[src/verilog/osw_map.svh]
`ifndef OSW_MAP_SVH
`define OSW_MAP_SVH
// Register byte offsets
`define OSW_CTRL_OFS      12'h000
`define OSW_STAT_OFS      12'h004
`define OSW_OSC_WAIT_OFS  12'h008
`define OSW_PLL_WAIT_OFS  12'h00c
`define OSW_PLL_RATIO_OFS 12'h010
`define OSW_IRQ_EN_OFS    12'h014
`define OSW_IRQ_ST_OFS    12'h018
`define OSW_IRQ_CLR_OFS   12'h01c
`define OSW_LPM_OFS       12'h020
// Control fields
`define OSW_MAIN_EN_BIT   1
`define OSW_SUB_EN_BIT    3
`define OSW_PLL_EN_BIT    4
// Wait register fields: main [7:0], sub [15:8]; pll wait [7:0], input select bit 8
`define OSW_PLL_SEL_BIT   8
// Interrupt bits
`define OSW_IRQ_FREQ      0
`define OSW_IRQ_PLL       1
`define OSW_IRQ_SUB       2
`define OSW_IRQ_MAIN      3
// Reset values
`define OSW_WAIT_RST      8'h10
`define OSW_RATIO_RST     16'h1311
`endif

[src/verilog/osw_pkg.sv]
package osw_pkg;
    typedef enum logic [1:0] {
        OSW_STOPPED = 2'b00,
        OSW_WAITING = 2'b01,
        OSW_READY   = 2'b11
    } osw_state_type;
endpackage : osw_pkg

[src/verilog/osw_top.sv]
`timescale 1ns/10ps
`include "osw_map.svh"
// Behaviour
// - VCO frequency is reference times M times N
// - Output clock is VCO divided by M
// - During wait, clocks gated, only counter runs
// - Elapsed wait marks oscillator ready
// - Main wait from register, fast RC counted
// - Sub wait from register, slow RC counted
// - PLL register holds select and wait
// - Setting enable bit starts the wait
// - RTC wake rewaits all but sub
// - Stop wake rewaits every source
// - PLL reported ready only after wait or software reset
// - No wait after software reset
// - Flag follows counter, not oscillator
// - Frequency anomaly raises interrupt
// - PLL wait end raises interrupt
// - Sub wait end raises interrupt
// - Main wait end raises interrupt
// - Enable register gates each source
// - Read-only status shows pending sources
// - Write-only clear register clears sources
// - Ready bit 0 waiting/stopped, 1 stable
module osw_top (
    // Clock and reset
    input  wire logic        REF_CLK,
    input  wire logic        RESET,
    // AHB-Lite slave
    input  wire logic        HSEL,
    input  wire logic [11:0] HADDR,
    input  wire logic [1:0]  HTRANS,
    input  wire logic        HWRITE,
    input  wire logic [2:0]  HSIZE,
    input  wire logic [31:0] HWDATA,
    input  wire logic        HREADY,
    output logic      [31:0] HRDATA,
    output logic             HREADYOUT,
    output logic             HRESP,
    // Pins from outside
    input  wire logic        FAST_RC_TICK,
    input  wire logic        SLOW_RC_TICK,
    input  wire logic        FREQ_ANOMALY,
    input  wire logic        WAKE_RTC,
    input  wire logic        WAKE_STOP,
    input  wire logic        SOFT_RESET,
    // Clock system outputs
    output logic             MAIN_CLK_GATE,
    output logic             SUB_CLK_GATE,
    output logic             PLL_CLK_GATE,
    output logic             PLL_INPUT_SEL,
    output logic      [4:0]  PLL_REF_DIV,
    output logic      [4:0]  PLL_OUT_DIV,
    output logic      [5:0]  PLL_FB_MUL,
    output logic      [10:0] PLL_VCO_RATIO,
    output logic             CLK_IRQ
);
    // Synchronisers for pins
    logic [5:0] sync_a;
    logic [5:0] sync_b;
    logic [5:0] sync_d;
    always_ff @(posedge REF_CLK) begin
        if (RESET) begin
            sync_a <= 6'h00;
            sync_b <= 6'h00;
            sync_d <= 6'h00;
        end else begin
            sync_a <= {SOFT_RESET, WAKE_STOP, WAKE_RTC, FREQ_ANOMALY, SLOW_RC_TICK,
                       FAST_RC_TICK};
            sync_b <= sync_a;
            sync_d <= sync_b;
        end
    end
    // Edge pulses of synchronised inputs
    wire [5:0] rise = sync_b & ~sync_d;
    wire fast_tick  = rise[0];
    wire slow_tick  = rise[1];
    wire anomaly    = rise[2];
    wire wake_rtc   = rise[3];
    wire wake_stop  = rise[4];
    wire soft_rst   = rise[5];

    // Registers
    logic [7:0]  ctrl;
    logic [15:0] osc_wait_time_reg;
    logic [8:0]  pll_wait_time_reg;
    logic [15:0] pll_ratio;
    logic [3:0]  clk_irq_enable_reg;
    logic [3:0]  clk_irq_status_reg;
    logic        freq_detect_en;

    // AHB address phase capture
    logic        dp_write;
    logic        dp_read;
    logic [11:0] dp_addr;
    wire take = HSEL & HREADY & HTRANS[1];
    always_ff @(posedge REF_CLK) begin
        if (RESET) begin
            dp_write <= 1'b0;
            dp_read  <= 1'b0;
            dp_addr  <= 12'h000;
        end else begin
            dp_write <= take & HWRITE;
            dp_read  <= take & ~HWRITE;
            dp_addr  <= HADDR;
        end
    end
    // Zero-wait slave, always OKAY
    assign HREADYOUT = 1'b1;
    assign HRESP     = 1'b0;

    // Write strobes
    wire wr_ctrl  = dp_write & (dp_addr == `OSW_CTRL_OFS);
    wire wr_oscw  = dp_write & (dp_addr == `OSW_OSC_WAIT_OFS);
    wire wr_pllw  = dp_write & (dp_addr == `OSW_PLL_WAIT_OFS);
    wire wr_ratio = dp_write & (dp_addr == `OSW_PLL_RATIO_OFS);
    wire wr_ien   = dp_write & (dp_addr == `OSW_IRQ_EN_OFS);
    wire wr_clr   = dp_write & (dp_addr == `OSW_IRQ_CLR_OFS);
    wire wr_lpm   = dp_write & (dp_addr == `OSW_LPM_OFS);

    // Enable bits; a rising enable starts a wait
    wire main_en = ctrl[`OSW_MAIN_EN_BIT];
    wire sub_en  = ctrl[`OSW_SUB_EN_BIT];
    wire pll_en  = ctrl[`OSW_PLL_EN_BIT];
    wire [7:0] new_ctrl = HWDATA[7:0] & 8'h1a;
    wire main_go = wr_ctrl & new_ctrl[`OSW_MAIN_EN_BIT] & ~main_en;
    wire sub_go  = wr_ctrl & new_ctrl[`OSW_SUB_EN_BIT] & ~sub_en;
    wire pll_go  = wr_ctrl & new_ctrl[`OSW_PLL_EN_BIT] & ~pll_en;
    // RTC wake rewaits all but sub; stop wake rewaits all
    wire main_rew = (wake_rtc | wake_stop) & main_en;
    wire pll_rew  = (wake_rtc | wake_stop) & pll_en;
    wire sub_rew  = wake_stop & sub_en;

    always_ff @(posedge REF_CLK) begin
        if (RESET) begin
            ctrl               <= 8'h00;
            osc_wait_time_reg  <= {`OSW_WAIT_RST, `OSW_WAIT_RST};
            pll_wait_time_reg  <= {1'b0, `OSW_WAIT_RST};
            pll_ratio          <= `OSW_RATIO_RST;
            clk_irq_enable_reg <= 4'h0;
            freq_detect_en     <= 1'b0;
        end else begin
            if (wr_ctrl)
                ctrl <= new_ctrl;
            if (wr_oscw)
                osc_wait_time_reg <= HWDATA[15:0];
            if (wr_pllw)
                pll_wait_time_reg <= HWDATA[8:0];
            if (wr_ratio)
                pll_ratio <= HWDATA[15:0];
            if (wr_ien)
                clk_irq_enable_reg <= HWDATA[3:0];
            if (wr_lpm)
                freq_detect_en <= HWDATA[0];
        end
    end

    // One wait counter per source
    osw_pkg::osw_state_type st [3];
    logic [7:0]  cnt [3];
    logic [2:0]  done;
    wire [2:0] go   = {pll_go | pll_rew, sub_go | sub_rew, main_go | main_rew};
    wire [2:0] en   = {pll_en, sub_en, main_en};
    wire [2:0] tick = {fast_tick, slow_tick, fast_tick};
    wire [7:0] lim [3];
    assign lim[0] = osc_wait_time_reg[7:0];
    assign lim[1] = osc_wait_time_reg[15:8];
    assign lim[2] = pll_wait_time_reg[7:0];
    // Writing an enable back to 0 stops that source at once
    wire [2:0] wr_off = wr_ctrl ? ~{new_ctrl[`OSW_PLL_EN_BIT], new_ctrl[`OSW_SUB_EN_BIT],
                                    new_ctrl[`OSW_MAIN_EN_BIT]} : 3'b000;

    // Wait sequencer; flag follows the count only
    for (genvar i = 0; i < 3; i++) begin : g_wait
        always_ff @(posedge REF_CLK) begin
            if (RESET) begin
                st[i]   <= osw_pkg::OSW_STOPPED;
                cnt[i]  <= 8'h00;
                done[i] <= 1'b0;
            end else begin
                done[i] <= 1'b0;
                if (wr_off[i]) begin
                    st[i] <= osw_pkg::OSW_STOPPED;
                end else if (soft_rst && en[i]) begin
                    st[i] <= osw_pkg::OSW_READY;
                end else if (go[i]) begin
                    st[i]  <= osw_pkg::OSW_WAITING;
                    cnt[i] <= 8'h00;
                end else begin
                    case (st[i])
                        osw_pkg::OSW_WAITING: begin
                            if (tick[i]) begin
                                if (cnt[i] + 8'h01 >= lim[i]) begin
                                    st[i]   <= osw_pkg::OSW_READY;
                                    done[i] <= 1'b1;
                                end else begin
                                    cnt[i] <= cnt[i] + 8'h01;
                                end
                            end
                        end
                        osw_pkg::OSW_STOPPED, osw_pkg::OSW_READY: ;
                        default: st[i] <= osw_pkg::OSW_STOPPED;
                    endcase
                end
            end
        end
    end
    // Ready flags and gated clocks
    wire main_osc_ready_flag = (st[0] == osw_pkg::OSW_READY);
    wire sub_osc_ready_flag  = (st[1] == osw_pkg::OSW_READY);
    wire pll_ready_flag      = (st[2] == osw_pkg::OSW_READY);
    always_ff @(posedge REF_CLK) begin
        if (RESET) begin
            MAIN_CLK_GATE <= 1'b0;
            SUB_CLK_GATE  <= 1'b0;
            PLL_CLK_GATE  <= 1'b0;
        end else begin
            MAIN_CLK_GATE <= main_osc_ready_flag;
            SUB_CLK_GATE  <= sub_osc_ready_flag;
            PLL_CLK_GATE  <= pll_ready_flag;
        end
    end

    // PLL ratio: K [4:0], M [9:5] minus one style kept as plain values
    function automatic logic [4:0] nz5(input logic [4:0] v);
        nz5 = (v == 5'h00) ? 5'h01 : v;
    endfunction : nz5
    always_ff @(posedge REF_CLK) begin
        if (RESET) begin
            PLL_INPUT_SEL <= 1'b0;
            PLL_REF_DIV   <= 5'h01;
            PLL_OUT_DIV   <= 5'h01;
            PLL_FB_MUL    <= 6'h01;
            PLL_VCO_RATIO <= 11'h001;
        end else begin
            PLL_INPUT_SEL <= pll_wait_time_reg[`OSW_PLL_SEL_BIT];
            PLL_REF_DIV   <= nz5(pll_ratio[4:0]);
            PLL_OUT_DIV   <= nz5(pll_ratio[9:5]);
            PLL_FB_MUL    <= (pll_ratio[15:10] == 6'h00) ? 6'h01 : pll_ratio[15:10];
            PLL_VCO_RATIO <= 11'(nz5(pll_ratio[9:5]) * PLL_FB_MUL);
        end
    end

    // Interrupt status; set wins over clear
    wire [3:0] irq_set = {done[0], done[1], done[2], anomaly & freq_detect_en};
    wire [3:0] irq_clr = wr_clr ? HWDATA[3:0] : 4'h0;
    always_ff @(posedge REF_CLK) begin
        if (RESET) begin
            clk_irq_status_reg <= 4'h0;
            CLK_IRQ            <= 1'b0;
        end else begin
            clk_irq_status_reg <= irq_set | (clk_irq_status_reg & ~irq_clr);
            CLK_IRQ            <= |(clk_irq_status_reg & clk_irq_enable_reg);
        end
    end

    // Read mux
    wire [31:0] stat_word = {27'h0, pll_ready_flag, sub_osc_ready_flag, 1'b0,
                             main_osc_ready_flag, 1'b0};
    always_ff @(posedge REF_CLK) begin
        if (RESET) begin
            HRDATA <= 32'h0;
        end else if (take & ~HWRITE) begin
            case (HADDR)
                `OSW_CTRL_OFS:      HRDATA <= {24'h0, ctrl};
                `OSW_STAT_OFS:      HRDATA <= stat_word;
                `OSW_OSC_WAIT_OFS:  HRDATA <= {16'h0, osc_wait_time_reg};
                `OSW_PLL_WAIT_OFS:  HRDATA <= {23'h0, pll_wait_time_reg};
                `OSW_PLL_RATIO_OFS: HRDATA <= {16'h0, pll_ratio};
                `OSW_IRQ_EN_OFS:    HRDATA <= {28'h0, clk_irq_enable_reg};
                `OSW_IRQ_ST_OFS:    HRDATA <= {28'h0, clk_irq_status_reg};
                `OSW_LPM_OFS:       HRDATA <= {31'h0, freq_detect_en};
                default:            HRDATA <= 32'h0;
            endcase
        end
    end

    // Checks
    chk_ready_after_done: assert property (@(posedge REF_CLK) disable iff (RESET)
        done[0] |-> st[0] == osw_pkg::OSW_READY) else $error("main not ready at done");
    chk_main_irq_set: assert property (@(posedge REF_CLK) disable iff (RESET)
        done[0] |=> clk_irq_status_reg[3]) else $error("main irq missing");
    chk_sub_irq_set: assert property (@(posedge REF_CLK) disable iff (RESET)
        done[1] |=> clk_irq_status_reg[2]) else $error("sub irq missing");
    chk_pll_irq_set: assert property (@(posedge REF_CLK) disable iff (RESET)
        done[2] |=> clk_irq_status_reg[1]) else $error("pll irq missing");
    chk_start_wait: assert property (@(posedge REF_CLK) disable iff (RESET)
        main_go & ~soft_rst |=> st[0] == osw_pkg::OSW_WAITING) else $error("no wait");
    chk_gate_off_wait: assert property (@(posedge REF_CLK) disable iff (RESET)
        st[2] == osw_pkg::OSW_WAITING ##1 st[2] == osw_pkg::OSW_WAITING |-> !PLL_CLK_GATE)
        else $error("pll clock during wait");
    chk_irq_masked: assert property (@(posedge REF_CLK) disable iff (RESET)
        (clk_irq_status_reg & clk_irq_enable_reg) == 4'h0 |=> !CLK_IRQ)
        else $error("irq not masked");
    chk_clear_works: assert property (@(posedge REF_CLK) disable iff (RESET)
        wr_clr & HWDATA[0] & ~irq_set[0] |=> !clk_irq_status_reg[0])
        else $error("clear failed");
    chk_soft_no_wait: assert property (@(posedge REF_CLK) disable iff (RESET)
        soft_rst & main_en & ~wr_off[0] |=> main_osc_ready_flag) else $error("wait after soft");

    // A foreign tick must never finish a wait; soft reset is the only shortcut
    chk_main_fast_only: assert property (@(posedge REF_CLK) disable iff (RESET)
        st[0] == osw_pkg::OSW_WAITING && !fast_tick && !soft_rst
        |=> st[0] != osw_pkg::OSW_READY) else $error("main wait ended without fast tick");
    chk_sub_slow_only: assert property (@(posedge REF_CLK) disable iff (RESET)
        st[1] == osw_pkg::OSW_WAITING && !slow_tick && !soft_rst
        |=> st[1] != osw_pkg::OSW_READY) else $error("sub wait ended without slow tick");
    chk_pll_fast_only: assert property (@(posedge REF_CLK) disable iff (RESET)
        st[2] == osw_pkg::OSW_WAITING && !fast_tick && !soft_rst
        |=> st[2] != osw_pkg::OSW_READY) else $error("pll wait ended without fast tick");
    // A fresh enable never reports ready straight away
    chk_pll_wait_first: assert property (@(posedge REF_CLK) disable iff (RESET)
        pll_go |=> !pll_ready_flag) else $error("pll ready without wait");
    // Done pulse only when a count really ends, whatever the oscillator does
    chk_done_from_count: assert property (@(posedge REF_CLK) disable iff (RESET)
        done[1] |-> $past(st[1]) == osw_pkg::OSW_WAITING && $past(slow_tick))
        else $error("sub done without count");
    // Gates follow the ready flags one register later
    chk_gate_follows: assert property (@(posedge REF_CLK) disable iff (RESET)
        main_osc_ready_flag |=> MAIN_CLK_GATE) else $error("main gate missing");
    chk_gate_withheld: assert property (@(posedge REF_CLK) disable iff (RESET)
        !sub_osc_ready_flag |=> !SUB_CLK_GATE) else $error("sub clock while not ready");
    // RTC wake leaves the running sub oscillator alone; stop wake rewaits
    chk_rtc_keeps_sub: assert property (@(posedge REF_CLK) disable iff (RESET)
        wake_rtc && !wake_stop && !wr_ctrl && sub_osc_ready_flag |=> sub_osc_ready_flag)
        else $error("rtc wake dropped sub");
    chk_stop_rewaits: assert property (@(posedge REF_CLK) disable iff (RESET)
        wake_stop && main_en && !wr_ctrl && !soft_rst |=> st[0] == osw_pkg::OSW_WAITING)
        else $error("stop wake skipped main wait");
    // Anomaly sets its bit only while supervision is on
    chk_freq_irq_set: assert property (@(posedge REF_CLK) disable iff (RESET)
        anomaly && freq_detect_en |=> clk_irq_status_reg[0]) else $error("freq irq missing");
    chk_freq_irq_off: assert property (@(posedge REF_CLK) disable iff (RESET)
        !(anomaly && freq_detect_en) && !clk_irq_status_reg[0] |=> !clk_irq_status_reg[0])
        else $error("freq irq without anomaly");
    // Status moves only by an event or a clear
    chk_status_holds: assert property (@(posedge REF_CLK) disable iff (RESET)
        irq_set == 4'h0 && !wr_clr |=> $stable(clk_irq_status_reg))
        else $error("status changed by itself");
    // Enabled pending source must reach the line
    chk_irq_follows: assert property (@(posedge REF_CLK) disable iff (RESET)
        (clk_irq_status_reg & clk_irq_enable_reg) != 4'h0 |=> CLK_IRQ) else $error("irq lost");
endmodule : osw_top

[config.mk]
export PLATFORM = sky130hd
export DESIGN_NAME = osw_top
export DESIGN_NICKNAME = d
export VERILOG_FILES = /design/src/verilog/osw_pkg.sv /design/src/verilog/osw_top.sv
export VERILOG_INCLUDE_DIRS = /design/src /design/src/verilog
export SDC_FILE = /design/constraint.sdc
export NUM_CORES = 1
export LEC_CHECK = 0
export BUFFER_PORTS_ARGS = -buffer_cell sky130_fd_sc_hd__buf_2
export CORE_MARGIN = 4
export CORE_UTILIZATION = 30
export CTS_BUF_LIST = sky130_fd_sc_hd__clkbuf_8
export DETAILED_ROUTE_END_ITERATION = 10
export GPL_TIMING_DRIVEN = 0
export MAX_ROUTING_LAYER = met4
export PLACE_DENSITY_LB_ADDON = 0.2
export SYNTH_ARGS = -nofsm -noshare
export SYNTH_HDL_FRONTEND = slang
export SYNTH_SLANG_ARGS = --single-unit
[constraint.sdc]
create_clock -name REF_CLK -period 4.4 [get_ports REF_CLK]
set_clock_uncertainty 0.15 [all_clocks]
set_input_delay 0.88 -clock REF_CLK [delete_from_list [all_inputs] [get_ports REF_CLK]]
set_output_delay 0.88 -clock REF_CLK [all_outputs]
set_load 0.05 [all_outputs]
==> results of run 1 <==
## metal layers
| layer | GRT usage | wire [um] | vias up | share of wire |
|---|---|---|---|---|
| met5 | - | 0 | - | 0 |
| met2 | 0.250 | 10300 | 150 | 0.46 |
| met1 | 0.205 | 10600 | 3054 | 0.48 |
| met4 | 0.0332 | 187 | 0 | 0.0084 |
| li1 | - | - | 3213 | - |
| met3 | 0.0290 | 1070 | 12 | 0.048 |
## where the power goes
part,total (mW),switching [mW],internal [mW]
registers,1.59,0.0218,1.57
logic,0.250,0.170,0.0797
clock network,1.21,0.636,0.577
## cell type report
cell class              instances  area [um2]
flip-flops and latches        165        3600
repair buffers                 87         435
well taps                     335         419
plain buffers                  48         255
multi-input cells             632        4090
clock inverters                15         190
diodes                          1        2.50
fillers                      2724       16900
inverters                      48         180
clock buffers                  17         234
## cells by family (layout without fill, tap and decap cells)
logic type               count (synthesis)  in the layout
buffers and inverters                   99            215
AO/OA/AOI/OAI                          145            145
XOR/XNOR                                21             21
other                                    2             19
flip-flops                             165            165
AND/OR/NAND/NOR                        369            369
adder cells (fa/ha/maj)                 58             58
multiplexers                            21             21
## Yosys cell counts (all sizes together) (3+ instances only)
library cell	count
and2	23
a22o	3
fa	12
mux2i	18
nand2b	10
a21oi	60
nor4	7
o21a	3
and3	8
dfxtp	135
o211ai	7
ha	46
nor2b	75
o21ai	33
o31ai	3
nand4	5
xnor2	11
clkbuf	25
inv	48
a22oi	9
buf	26
nand3	27
nand2	131
nor3	17
nor2	47
xor2	10
or4	5
edfxtp	30
## metrics by stage
stage	hold WS, ns	power, mW
final	0.293	3.05
after floorplan	0.263	1.79
after detailed placement	0.272	1.87
after global routing	0.318	3.16
after global placement	0.266	1.87
after CTS	0.295	3.08
## worst max-delay path, cell delays in order (launching register included)
cell and delay [ns]:
sky130_fd_sc_hd__dfxtp_1 0.62, sky130_fd_sc_hd__and2_1 0.21, sky130_fd_sc_hd__fa_1 0.44, sky130_fd_sc_hd__fa_1 0.54, sky130_fd_sc_hd__inv_1 0.05, sky130_fd_sc_hd__fa_1 0.53, sky130_fd_sc_hd__inv_1 0.04, sky130_fd_sc_hd__ha_1 0.33
sky130_fd_sc_hd__o21a_1 0.21, sky130_fd_sc_hd__a2111oi_1 0.55, sky130_fd_sc_hd__o311ai_0 0.21, sky130_fd_sc_hd__o41ai_1 0.09
## worst max path at each step
stage	depth (start not counted)	to	from
2_1_floorplan	11	PLL_VCO_RATIO[9]	PLL_FB_MUL[2]
3_3_place_gp	12	PLL_VCO_RATIO[9]	pll_ratio[8]
3_5_place_dp	12	PLL_VCO_RATIO[9]	pll_ratio[9]
4_1_cts	12	PLL_VCO_RATIO[9]	pll_ratio[9]
5_1_grt	11	PLL_VCO_RATIO[10]	pll_ratio[9]
6_report	11	PLL_VCO_RATIO[9]	pll_ratio[7]
## repair_timing
action | in CTS | in global routing
resized for setup | 0 | 1
endpoints found under the setup margin | 0 | 2
setup buffers | 0 | 0
==> summary.md, run 1 <==
| Metric | Value |
|---|---|
| Status | completed |
| 1st-pass router iterations | 5 |
| Clock root buffer master | sky130_fd_sc_hd__clkbuf_8 |
| Initial core utilization | 0.307 |
| Type of the worst setup path | reg -> reg |
| Worst reg2reg setup slack | 0.33 ns |
| Portion of the post-synthesis area used by sequential elements | 0.446 |
| Total gr overflow | 0 |
| TritonCTS Buffers | 17 |
| Smallest setup slack after layout | 0.335 ns |
| Pwr Density | between 300 and 400 mW/mm2 |
| Terminus of the critical flop-to-flop path | PLL_VCO_RATIO[9] |
| Worst slew slack as a fraction of its limit | 0.418 |
| Register clock-pin slew on the reported worst setup and hold paths | about 0.10 ns |
| Netlist area before placement | slightly above 0.008 mm2 |
| Critical Path Sink Type | flip-flop |
| Via/cell ratio | approximately 4.8 |
| Critical path arrival | 4.28 ns |
| Multiplexer share of the synthesized area | 0.0279 |
| Final critical path time including I/O delays and setup | 4.07 ns |
| Simple-gate share of the synthesized area | 0.234 |
| Post-synth top area share | 0.335 |
| Total of flip-flops plus latches after synthesis | 165 |
| Path depth of the worst reg2reg path | 11 |
| Layout Area Growth over Synthesis | 16.5% |
| Post-detailed-route wirelength per cell | between 15 and 20 um |
| Largest net degree at the start of global routing | 17 |
| Most common cell after layout, fill and taps aside | sky130_fd_sc_hd__dfxtp_1 |
| Distinct cell type count of the synthesized netlist | 66 |
| Final Hold Violating Endpoints | 0 |
| Hold bufs inserted after CTS | 0 |
| Data required time at the worst endpoint | 4.61 ns |
| VDD IR max | 0.186 mV |
| Die area | 0.0296 mm2 |
| Share of the synthesized area in compound gates (AO/OA/AOI/OAI) | 0.112 |
| Setup crit start kind | flip-flop |
| Cell Area, Placed | 0.00899 mm2 |
| Leading post-synthesis cells by cell area | sky130_fd_sc_hd__dfxtp_1 (33%), sky130_fd_sc_hd__edfxtp_1 (11%), sky130_fd_sc_hd__ha_1 (7.1%) |
| Nets@finish | 1117 |
| Cell taking the most area after synthesis | sky130_fd_sc_hd__dfxtp_1 |
| Number of clock sinks | 165 |
| Io pins | roughly 130 |
| HP Class | reg -> reg |
| Largest reg by FF count | cnt |
| Number of design-rule violations left by the first detailed-router iteration | 455 |
| Antenna Violating Nets Remaining | 0 |
| Proportion of layout cells with a drive suffix above 1 | 0.158 |
| Synth Area per Inst | between 9 and 10 um2 |
| Terminating pin of the worst hold path | sync_b[2] |
| Pin slew with the least headroom to its limit | 0.866 ns |
| Global routing usage summed across all routing layers | 0.155 |
| Fmax | 246 MHz |
| Max_cap viols | 0 |
| Placed Cells incl. Taps | 1318 |
| Number of warnings issued by yosys | 0 |
| Initial antenna violation count | 1 |
| Synthesized netlist cell count | 880 |
| Final HPWL from detailed placement | 16900 um |
| Adder and majority cell fraction of the synthesized area | 0.101 |
| Die span in x | 172 um |
| Critical register-to-register path startpoint | pll_ratio[7] |
| Leakage power figure | approximately 3.8 nW |
| Number of input and output port buffers inserted | 87 |
| Largest fanout of any net on the critical path | 10 |
| Die Span Y | ~170 um |
| DRC viols | 0 |
| Final Max Tran Viols | 0 |
| Depth of the CTS H-tree | 4 |
| Area of the core | approximately 0.026 mm2 |
| Top library cells by usage in the layout, fill and taps aside | sky130_fd_sc_hd__dfxtp_1 (135), sky130_fd_sc_hd__nand2_1 (131), sky130_fd_sc_hd__buf_2 (93) |
| Global-route wire length before repair | 34400 um |
| Most used DFF post-synth | sky130_fd_sc_hd__dfxtp_1 |
| Clock tree from TritonCTS | built |
| Clock tree buffer depth | 2 |
| Via count | ~6400 |
| Site row count | 59 |
| Non-filler cells in the finished layout | 1348 |
| Later-pin clock latency in the skew report | 0.46 ns |
| Count of cells along the worst hold path | 1 |
| Final Core Density | 0.358 |
| Number of global-route vias before repair | between 6000 and 7000 |
| Routability Congestion | 0.799 |
| Combinational family with the most area after synthesis | simple AND/OR/NAND/NOR gates |
| Area of all placed cells without fillers | between 0.009 and 0.01 mm2 |
| Number of flip-flops in the largest register | 24 |
| XOR/XNOR share of the synthesized area | 0.0228 |
| Total wire length after detailed routing | ~22000 um |
| Number of endpoints failing setup at the final stage | 0 |
| Final period utilization | 0.924 |
| Asr flop ratio synth | 0 |
| Number of enable-type register cells in the synthesized netlist | 30 |
| RSZ-0062 raised after global routing | no |
| Final total negative setup slack | 0 ns |
| Startpoint of the worst hold path | sync_a[2] |
| Minimum setup slack after placement | 0.117 ns |
No activity file was read; power rests on OpenSTA's default activity.
==> run 2: changes to the inputs <==
--- a/config.mk
+++ b/config.mk
@@ -14,6 +14,7 @@
 export GPL_TIMING_DRIVEN = 0
 export MAX_ROUTING_LAYER = met4
 export PLACE_DENSITY_LB_ADDON = 0.2
+export REMOVE_ABC_BUFFERS = 1
 export SYNTH_ARGS = -nofsm -noshare
 export SYNTH_HDL_FRONTEND = slang
 export SYNTH_SLANG_ARGS = --single-unit
==> summary.md, run 2 (synthesis gave the netlist of run 1 again) <==
| Metric | Value |
|---|---|
| Area of the core | 0.0263 mm2 (unchanged) |
| Routability Congestion | 0.795 (-0.49%) |
| Number of design-rule violations left by the first detailed-router iteration | 351 (-23%) |
| Final HPWL from detailed placement | 15100 um (-11%) |
| Die area | 0.0296 mm2 (unchanged) |
| Top library cells by usage in the layout, fill and taps aside | sky130_fd_sc_hd__dfxtp_1 (135), sky130_fd_sc_hd__nand2_1 (131), sky130_fd_sc_hd__buf_2 (86) |
| Die span in x | 172 um (unchanged) |
| Top delay family on crit path | adder cells |
| Area of all placed cells without fillers | 0.00915 mm2 (-2.7%) |
| Critical Path Sink Type | flip-flop |
| Total of fill cells in the finished design | 2771 (+1.7%) |
| Site row count | 59 (unchanged) |
| Sequential share of power | 0.544 (+0.024) |
| 1st-pass router iterations | 5 (unchanged) |
| Pwr Density | 319 mW/mm2 (-1.7%) |
| Leakage power figure | 3.65 nW (-4.0%) |
| HP Class | reg -> reg |
| Global routing usage summed across all routing layers | 0.146 (-0.00938) |
| Final period utilization | 0.917 (-0.00717) |
| Setup crit start kind | flip-flop |
| Register clock-pin slew on the reported worst setup and hold paths | 0.10 ns (about the same) |
| CP cell instances | and2_1 -> fa_1 -> fa_1 -> inv_1 -> fa_1 -> inv_1 -> ha_1 -> o21a_1 -> a2111oi_1 -> o311ai_0 -> o41ai_1 |
| Nets@finish | 1070 (-4.2%) |
| Number of clock sinks | 165 (unchanged) |
| Largest reg by FF count | cnt |
| Total gr overflow | 0 (unchanged) |
| Largest fanout of any net on the critical path | 10 (unchanged) |
| TritonCTS Buffers | 17 (unchanged) |
| Clock tree from TritonCTS | built |
| Largest net degree at the start of global routing | 81 (+64) |
| Clock root buffer master | sky130_fd_sc_hd__clkbuf_8 |
| Min Hold Slack | 0.297 ns (+0.00360 ns) |
| Combinational group share of total power | 0.078 (-0.004) |
| Final Core Density | 0.348 (-0.00981) |
| Max_cap viols | 0 (unchanged) |
| Status | completed |
| Io pins | 126 (unchanged) |
| Worst slew slack as a fraction of its limit | 0.200 (-0.219) |
| Net switching component of the power | 0.855 mW (+3.2%) |
| Antenna Violating Nets Remaining | 0 (unchanged) |
| VDD IR max | 0.170 mV (-8.5%) |
| Sw Ratio | 0.293 (+0.0214) |
| Number of global-route vias before repair | 5905 (-4.4%) |
| Final Max Tran Viols | 0 (unchanged) |
| DRC viols | 0 (unchanged) |
| Type of the worst setup path | reg -> reg |
| RSZ-0062 raised after global routing | no |
| Clock tree buffer depth | 2 (unchanged) |
| Most common cell after layout, fill and taps aside | sky130_fd_sc_hd__dfxtp_1 |
| Highest-delay cell along the critical path | sky130_fd_sc_hd__dfxtp_1 |
| Later-pin clock latency in the skew report | 0.47 ns (about the same) |
| Die Span Y | 172 um (unchanged) |
| Initial core utilization | 0.307 (unchanged) |
| Post-detailed-route wirelength per cell | 15.8 um (-4.0%) |
| Number of input and output port buffers inserted | 87 (unchanged) |
| Power Internal | 2.06 mW (-7.2%) |
| Number of flip-flops in the largest register | 24 (unchanged) |
| Cell seen most often among critical-path stages | sky130_fd_sc_hd__fa_1 |
| Layout Area Growth over Synthesis | 13.3% |
| Final critical path time including I/O delays and setup | 4.03 ns (-0.0316 ns) |
| Depth of the CTS H-tree | 4 (unchanged) |
| Number of endpoints failing setup at the final stage | 0 (unchanged) |
| Cell Area, Placed | 0.00876 mm2 (-2.6%) |
| Total wire length after detailed routing | 20500 um (-7.4%) |
| Critical path arrival | 4.25 ns (-0.03 ns) |
| Clock network fraction of design power | 0.378 (-0.020) |
| Global-route wire length before repair | 32600 um (-5.4%) |
| Via/cell ratio | 4.71 (-1.3%) |
| Crit path buf inv count | 2 (unchanged) |
| Final Hold Violating Endpoints | 0 (unchanged) |
| Data required time at the worst endpoint | 4.61 ns (about the same) |
| Via count | 6125 (-4.7%) |
| Max stage delay on crit path | 0.56 ns (-0.06 ns) |
| Fmax | 248 MHz (+0.78%) |
| Reg area | 0.00360 mm2 (unchanged) |
| Area used by multi-input combinational logic | 0.00409 mm2 (+0.12%) |
| Initial antenna violation count | 1 (unchanged) |
| Pin slew with the least headroom to its limit | 1.20 ns (+0.330 ns) |
| Proportion of layout cells with a drive suffix above 1 | 0.143 (-0.0151) |
-- run 2: cell count changes in the layout (fill, tap and decap cells not counted) --
cell / before / now
sky130_fd_sc_hd__clkbuf_1: 22 / 0
sky130_fd_sc_hd__buf_4: 18 / 1
sky130_fd_sc_hd__buf_2: 93 / 86
sky130_fd_sc_hd__inv_8: 2 / 7
sky130_fd_sc_hd__bufinv_16: 3 / 0
sky130_fd_sc_hd__buf_1: 2 / 0
sky130_fd_sc_hd__clkinv_2: 2 / 0
sky130_fd_sc_hd__buf_16: 0 / 1
sky130_fd_sc_hd__clkinv_8: 0 / 1
sky130_fd_sc_hd__clkinvlp_4: 2 / 1
sky130_fd_sc_hd__inv_4: 0 / 1
sky130_fd_sc_hd__inv_6: 5 / 4
sky130_fd_sc_hd__nor3_1: 16 / 15
sky130_fd_sc_hd__nor3_2: 1 / 2
-- run 2: timing repair --
action                                  CTS  global route
setup buffers                             0             0
hold buffers                              0             0
resized for setup                         0             1
endpoints found under the setup margin    0             1
-- run 2: per-stage QoR --
step | setup slack (ns) | power [mW] | std cells | TNS [ns]
2_1_floorplan | 0.457 | 1.76 | 845 | 0
3_3_place_gp | -0.452 | 1.85 | 1267 | -10.98
3_5_place_dp | 0.300 | 1.85 | 1268 | 0
4_1_cts | 0.263 | 2.96 | 1300 | 0
5_1_grt | 0.00819 | 3.04 | 1300 | 0
6_report | 0.366 | 2.92 | 1301 | 0
-- run 2: layout make-up --
class	instances	share of cell area
clock buffers	17	0.0256
diodes	1	0.000274
inverters	48	0.0197
well taps	335	0.0458
repair buffers	88	0.0509
multi-input cells	632	0.447
flip-flops and latches	165	0.394
clock inverters	15	0.0167
-- run 2: worst paths after layout --
kind                 from               end  slack (ns)  cells after the start
max reg2reg  pll_ratio[8]  PLL_VCO_RATIO[9]        0.37                     11
min             sync_a[3]         sync_b[3]        0.30                      1
max          pll_ratio[8]  PLL_VCO_RATIO[9]        0.37                     11
min reg2reg     sync_a[3]         sync_b[3]        0.30                      1
-- run 2: metal layers --
layer  vias to the layer above  GRT usage  wire, um
met5                         -          -         0
met3                        20     0.0272       825
met4                         0     0.0304       191
li1                       3116          -         -
met2                       108      0.224      9360
met1                      2881      0.202     10200
-- run 2: power groups by stage --
| stage | Sequential [mW] | Combinational (mW) | Clock (mW) |
|---|---|---|---|
| after CTS | 1.59 | 0.232 | 1.14 |
| after floorplan | 1.64 | 0.121 | 0 |
| after global placement | 1.62 | 0.227 | 0 |
| after detailed placement | 1.62 | 0.231 | 0 |
| after global routing | 1.59 | 0.253 | 1.20 |
| final | 1.59 | 0.228 | 1.10 |
-- run 2: worst reg2reg max path: stages, from the launching register on --
cell	delay, ns
sky130_fd_sc_hd__dfxtp_1	0.56
sky130_fd_sc_hd__and2_1	0.21
sky130_fd_sc_hd__fa_1	0.45
sky130_fd_sc_hd__fa_1	0.55
sky130_fd_sc_hd__inv_1	0.05
sky130_fd_sc_hd__fa_1	0.52
sky130_fd_sc_hd__inv_1	0.04
sky130_fd_sc_hd__ha_1	0.33
sky130_fd_sc_hd__o21a_1	0.21
sky130_fd_sc_hd__a2111oi_1	0.52
sky130_fd_sc_hd__o311ai_0	0.20
sky130_fd_sc_hd__o41ai_1	0.12
==> run 3: changes to the inputs <==
--- a/config.mk
+++ b/config.mk
@@ -8,7 +8,7 @@
 export LEC_CHECK = 0
 export BUFFER_PORTS_ARGS = -buffer_cell sky130_fd_sc_hd__buf_2
 export CORE_MARGIN = 4
-export CORE_UTILIZATION = 30
+export CORE_UTILIZATION = 40
 export CTS_BUF_LIST = sky130_fd_sc_hd__clkbuf_8
 export DETAILED_ROUTE_END_ITERATION = 10
 export GPL_TIMING_DRIVEN = 0
==> summary.md, run 3 (synthesis gave the netlist of run 1 again) <==
| Metric | Value |
|---|---|
| Worst reg2reg setup slack | 0.34 ns (-0.02 ns) |
| Final Core Density | 0.461 (+0.113) |
| Total gr overflow | 0 (unchanged) |
| Non-filler cells in the finished layout | 1228 (-5.6%) |
| Number of flip-flops in the largest register | 24 (unchanged) |
| Net switching component of the power | 0.731 mW (-15%) |
| Antenna cells | 0 (-1) |
| Most common cell after layout, fill and taps aside | sky130_fd_sc_hd__dfxtp_1 |
| Number of clock sinks | 165 (unchanged) |
| HP Class | reg -> reg |
| Number of global-route vias before repair | 5914 (+0.15%) |
| Type of the worst setup path | reg -> reg |
| Pwr Density | 325 mW/mm2 (+1.8%) |
| Via count | 6164 (+0.64%) |
| Initial core utilization | 0.411 (+0.104) |
| Final Max Tran Viols | 0 (unchanged) |
| Post-detailed-route wirelength per cell | 15.6 um (-1.3%) |
| Max_cap viols | 0 (unchanged) |
| Largest fanout of any net on the critical path | 10 (unchanged) |
| Total wire length after detailed routing | 19100 um (-6.8%) |
| Global-route wire length before repair | 30700 um (-5.8%) |
| Reg area | 0.00360 mm2 (unchanged) |
| Status | completed |
| Sw Ratio | 0.248 (-0.0448) |
| Data required time at the worst endpoint | 4.61 ns (about the same) |
| Depth of the CTS H-tree | 4 (unchanged) |
| Antenna Violating Nets Remaining | 0 (unchanged) |
| Site row count | 51 (-14%) |
| Leakage power figure | 3.67 nW (+0.45%) |
| Final period utilization | 0.922 (+0.00508) |
| Die Span Y | 150 um (-13%) |
| Initial antenna violation count | 0 (-1) |
| Later-pin clock latency in the skew report | 0.46 ns (about the same) |
| Combinational group share of total power | 0.077 (about the same) |
| Area of the core | 0.0197 mm2 (-25%) |
| TritonCTS Buffers | 17 (unchanged) |
| Routability Congestion | 0.789 (-0.72%) |
| Io pins | 126 (unchanged) |
| Final critical path time including I/O delays and setup | 4.06 ns (+0.0223 ns) |
| Final Hold Violating Endpoints | 0 (unchanged) |
| 1st-pass router iterations | 5 (unchanged) |
| Largest reg by FF count | cnt |
| Clock tree buffer depth | 2 (unchanged) |
| Die area | 0.0225 mm2 (-24%) |
| Critical path arrival | 4.27 ns (+0.02 ns) |
| Clock root buffer master | sky130_fd_sc_hd__clkbuf_8 |
| Top library cells by usage in the layout, fill and taps aside | sky130_fd_sc_hd__dfxtp_1 (135), sky130_fd_sc_hd__nand2_1 (131), sky130_fd_sc_hd__buf_2 (86) |
| Hold bufs inserted after CTS | 0 (unchanged) |
| Global routing usage summed across all routing layers | 0.179 (+0.0332) |
| Worst slew slack as a fraction of its limit | 0.232 (+0.0326) |
| Nets@finish | 1070 (unchanged) |
| Setup Fix Bufs, Post-CTS | 0 (unchanged) |
| Clock tree from TritonCTS | built |
| Sequential share of power | 0.539 (-0.005) |
| DRC viols | 0 (unchanged) |
| Largest net degree at the start of global routing | 87 (+7.4%) |
| # resized after CTS | 0 (unchanged) |
| Proportion of layout cells with a drive suffix above 1 | 0.139 (-0.00386) |
| Register clock-pin slew on the reported worst setup and hold paths | 0.09 ns (about the same) |
| Pin slew with the least headroom to its limit | 1.15 ns (-0.0487 ns) |
| Setup crit start kind | flip-flop |
| Number of input and output port buffers inserted | 87 (unchanged) |
| Fmax | 247 MHz (-0.55%) |
| Critical Path Sink Type | flip-flop |
| Number of endpoints failing setup at the final stage | 0 (unchanged) |
| RSZ-0062 raised after global routing | no |
| Clock network fraction of design power | 0.384 (+0.006) |
| VDD IR max | 0.195 mV (+14%) |
| Total of fill cells in the finished design | 1986 (-28%) |
| Area used by multi-input combinational logic | 0.00409 mm2 (about the same) |
| Min Hold Slack | 0.291 ns (-0.00615 ns) |
| Placed Cells incl. Taps | 1198 (-5.5%) |
| Via/cell ratio | 5.02 (+6.6%) |
| Number of design-rule violations left by the first detailed-router iteration | 350 (-0.28%) |
| Layout Area Growth over Synthesis | 12.3% |
| Power Internal | 2.21 mW (+7.3%) |
| Total power | 2.94 mW (+0.91%) |
| Die span in x | 150 um (-13%) |
| Final HPWL from detailed placement | 13900 um (-7.8%) |
run 3: changes by cell type in the layout (fill, tap and decap cells not counted), sizes merged:
cell	before	now
clkbuf	17	19
clkinvlp	1	0
bufinv	0	3
inv	60	53
clkinv	2	3
diode	1	0
run 3: metrics by stage:
stage | setup TNS, ns | instance area, um2 | worst slack, ns
finish | 0 | 9060 | 0.344
global route | 0 | 9060 | 0.0744
CTS | 0 | 9060 | 0.315
detailed placement | 0 | 8670 | 0.332
global placement | -5.96 | 8630 | -0.296
floorplan | 0 | 7870 | 0.457
run 3: final timing paths:
| check | from | end | cells after the start |
|---|---|---|---|
| setup / recovery | pll_ratio[8] | PLL_VCO_RATIO[9] | 11 |
| setup reg to reg | pll_ratio[8] | PLL_VCO_RATIO[9] | 11 |
| hold / removal | sync_a[0] | sync_b[0] | 1 |
| hold reg to reg | sync_a[0] | sync_b[0] | 1 |
run 3: layer usage:
layer,up-vias,track usage,part of all wire
met2,141,0.274,0.46
met3,25,0.0300,0.045
met5,-,-,0
met1,2892,0.244,0.48
met4,0,0.0549,0.016
li1,3106,-,-
run 3: power by group through the flow:
stage / clock network, mW / registers [mW] / logic [mW]
3_5_place_dp: 0 / 1.62 / 0.226
6_report: 1.13 / 1.59 / 0.226
5_1_grt: 1.22 / 1.59 / 0.249
2_1_floorplan: 0 / 1.64 / 0.121
4_1_cts: 1.16 / 1.59 / 0.227
3_3_place_gp: 0 / 1.62 / 0.223
run 3: final cells by class:
cell class              instances  share of cell area
clock inverters                11              0.0148
inverters                      48              0.0199
well taps                     265              0.0366
repair buffers                 88              0.0513
multi-input cells             632               0.451
flip-flops and latches        165               0.398
clock buffers                  19              0.0288
run 3: worst max-delay path, stage by stage, from the launching register on:
cell	delay, ns
sky130_fd_sc_hd__dfxtp_1	0.54
sky130_fd_sc_hd__and2_1	0.21
sky130_fd_sc_hd__fa_1	0.45
sky130_fd_sc_hd__fa_1	0.55
sky130_fd_sc_hd__inv_1	0.05
sky130_fd_sc_hd__fa_1	0.53
sky130_fd_sc_hd__inv_1	0.04
sky130_fd_sc_hd__ha_1	0.32
sky130_fd_sc_hd__o21a_1	0.21
sky130_fd_sc_hd__a2111oi_0	0.58
sky130_fd_sc_hd__o311ai_0	0.21
sky130_fd_sc_hd__o41ai_1	0.11
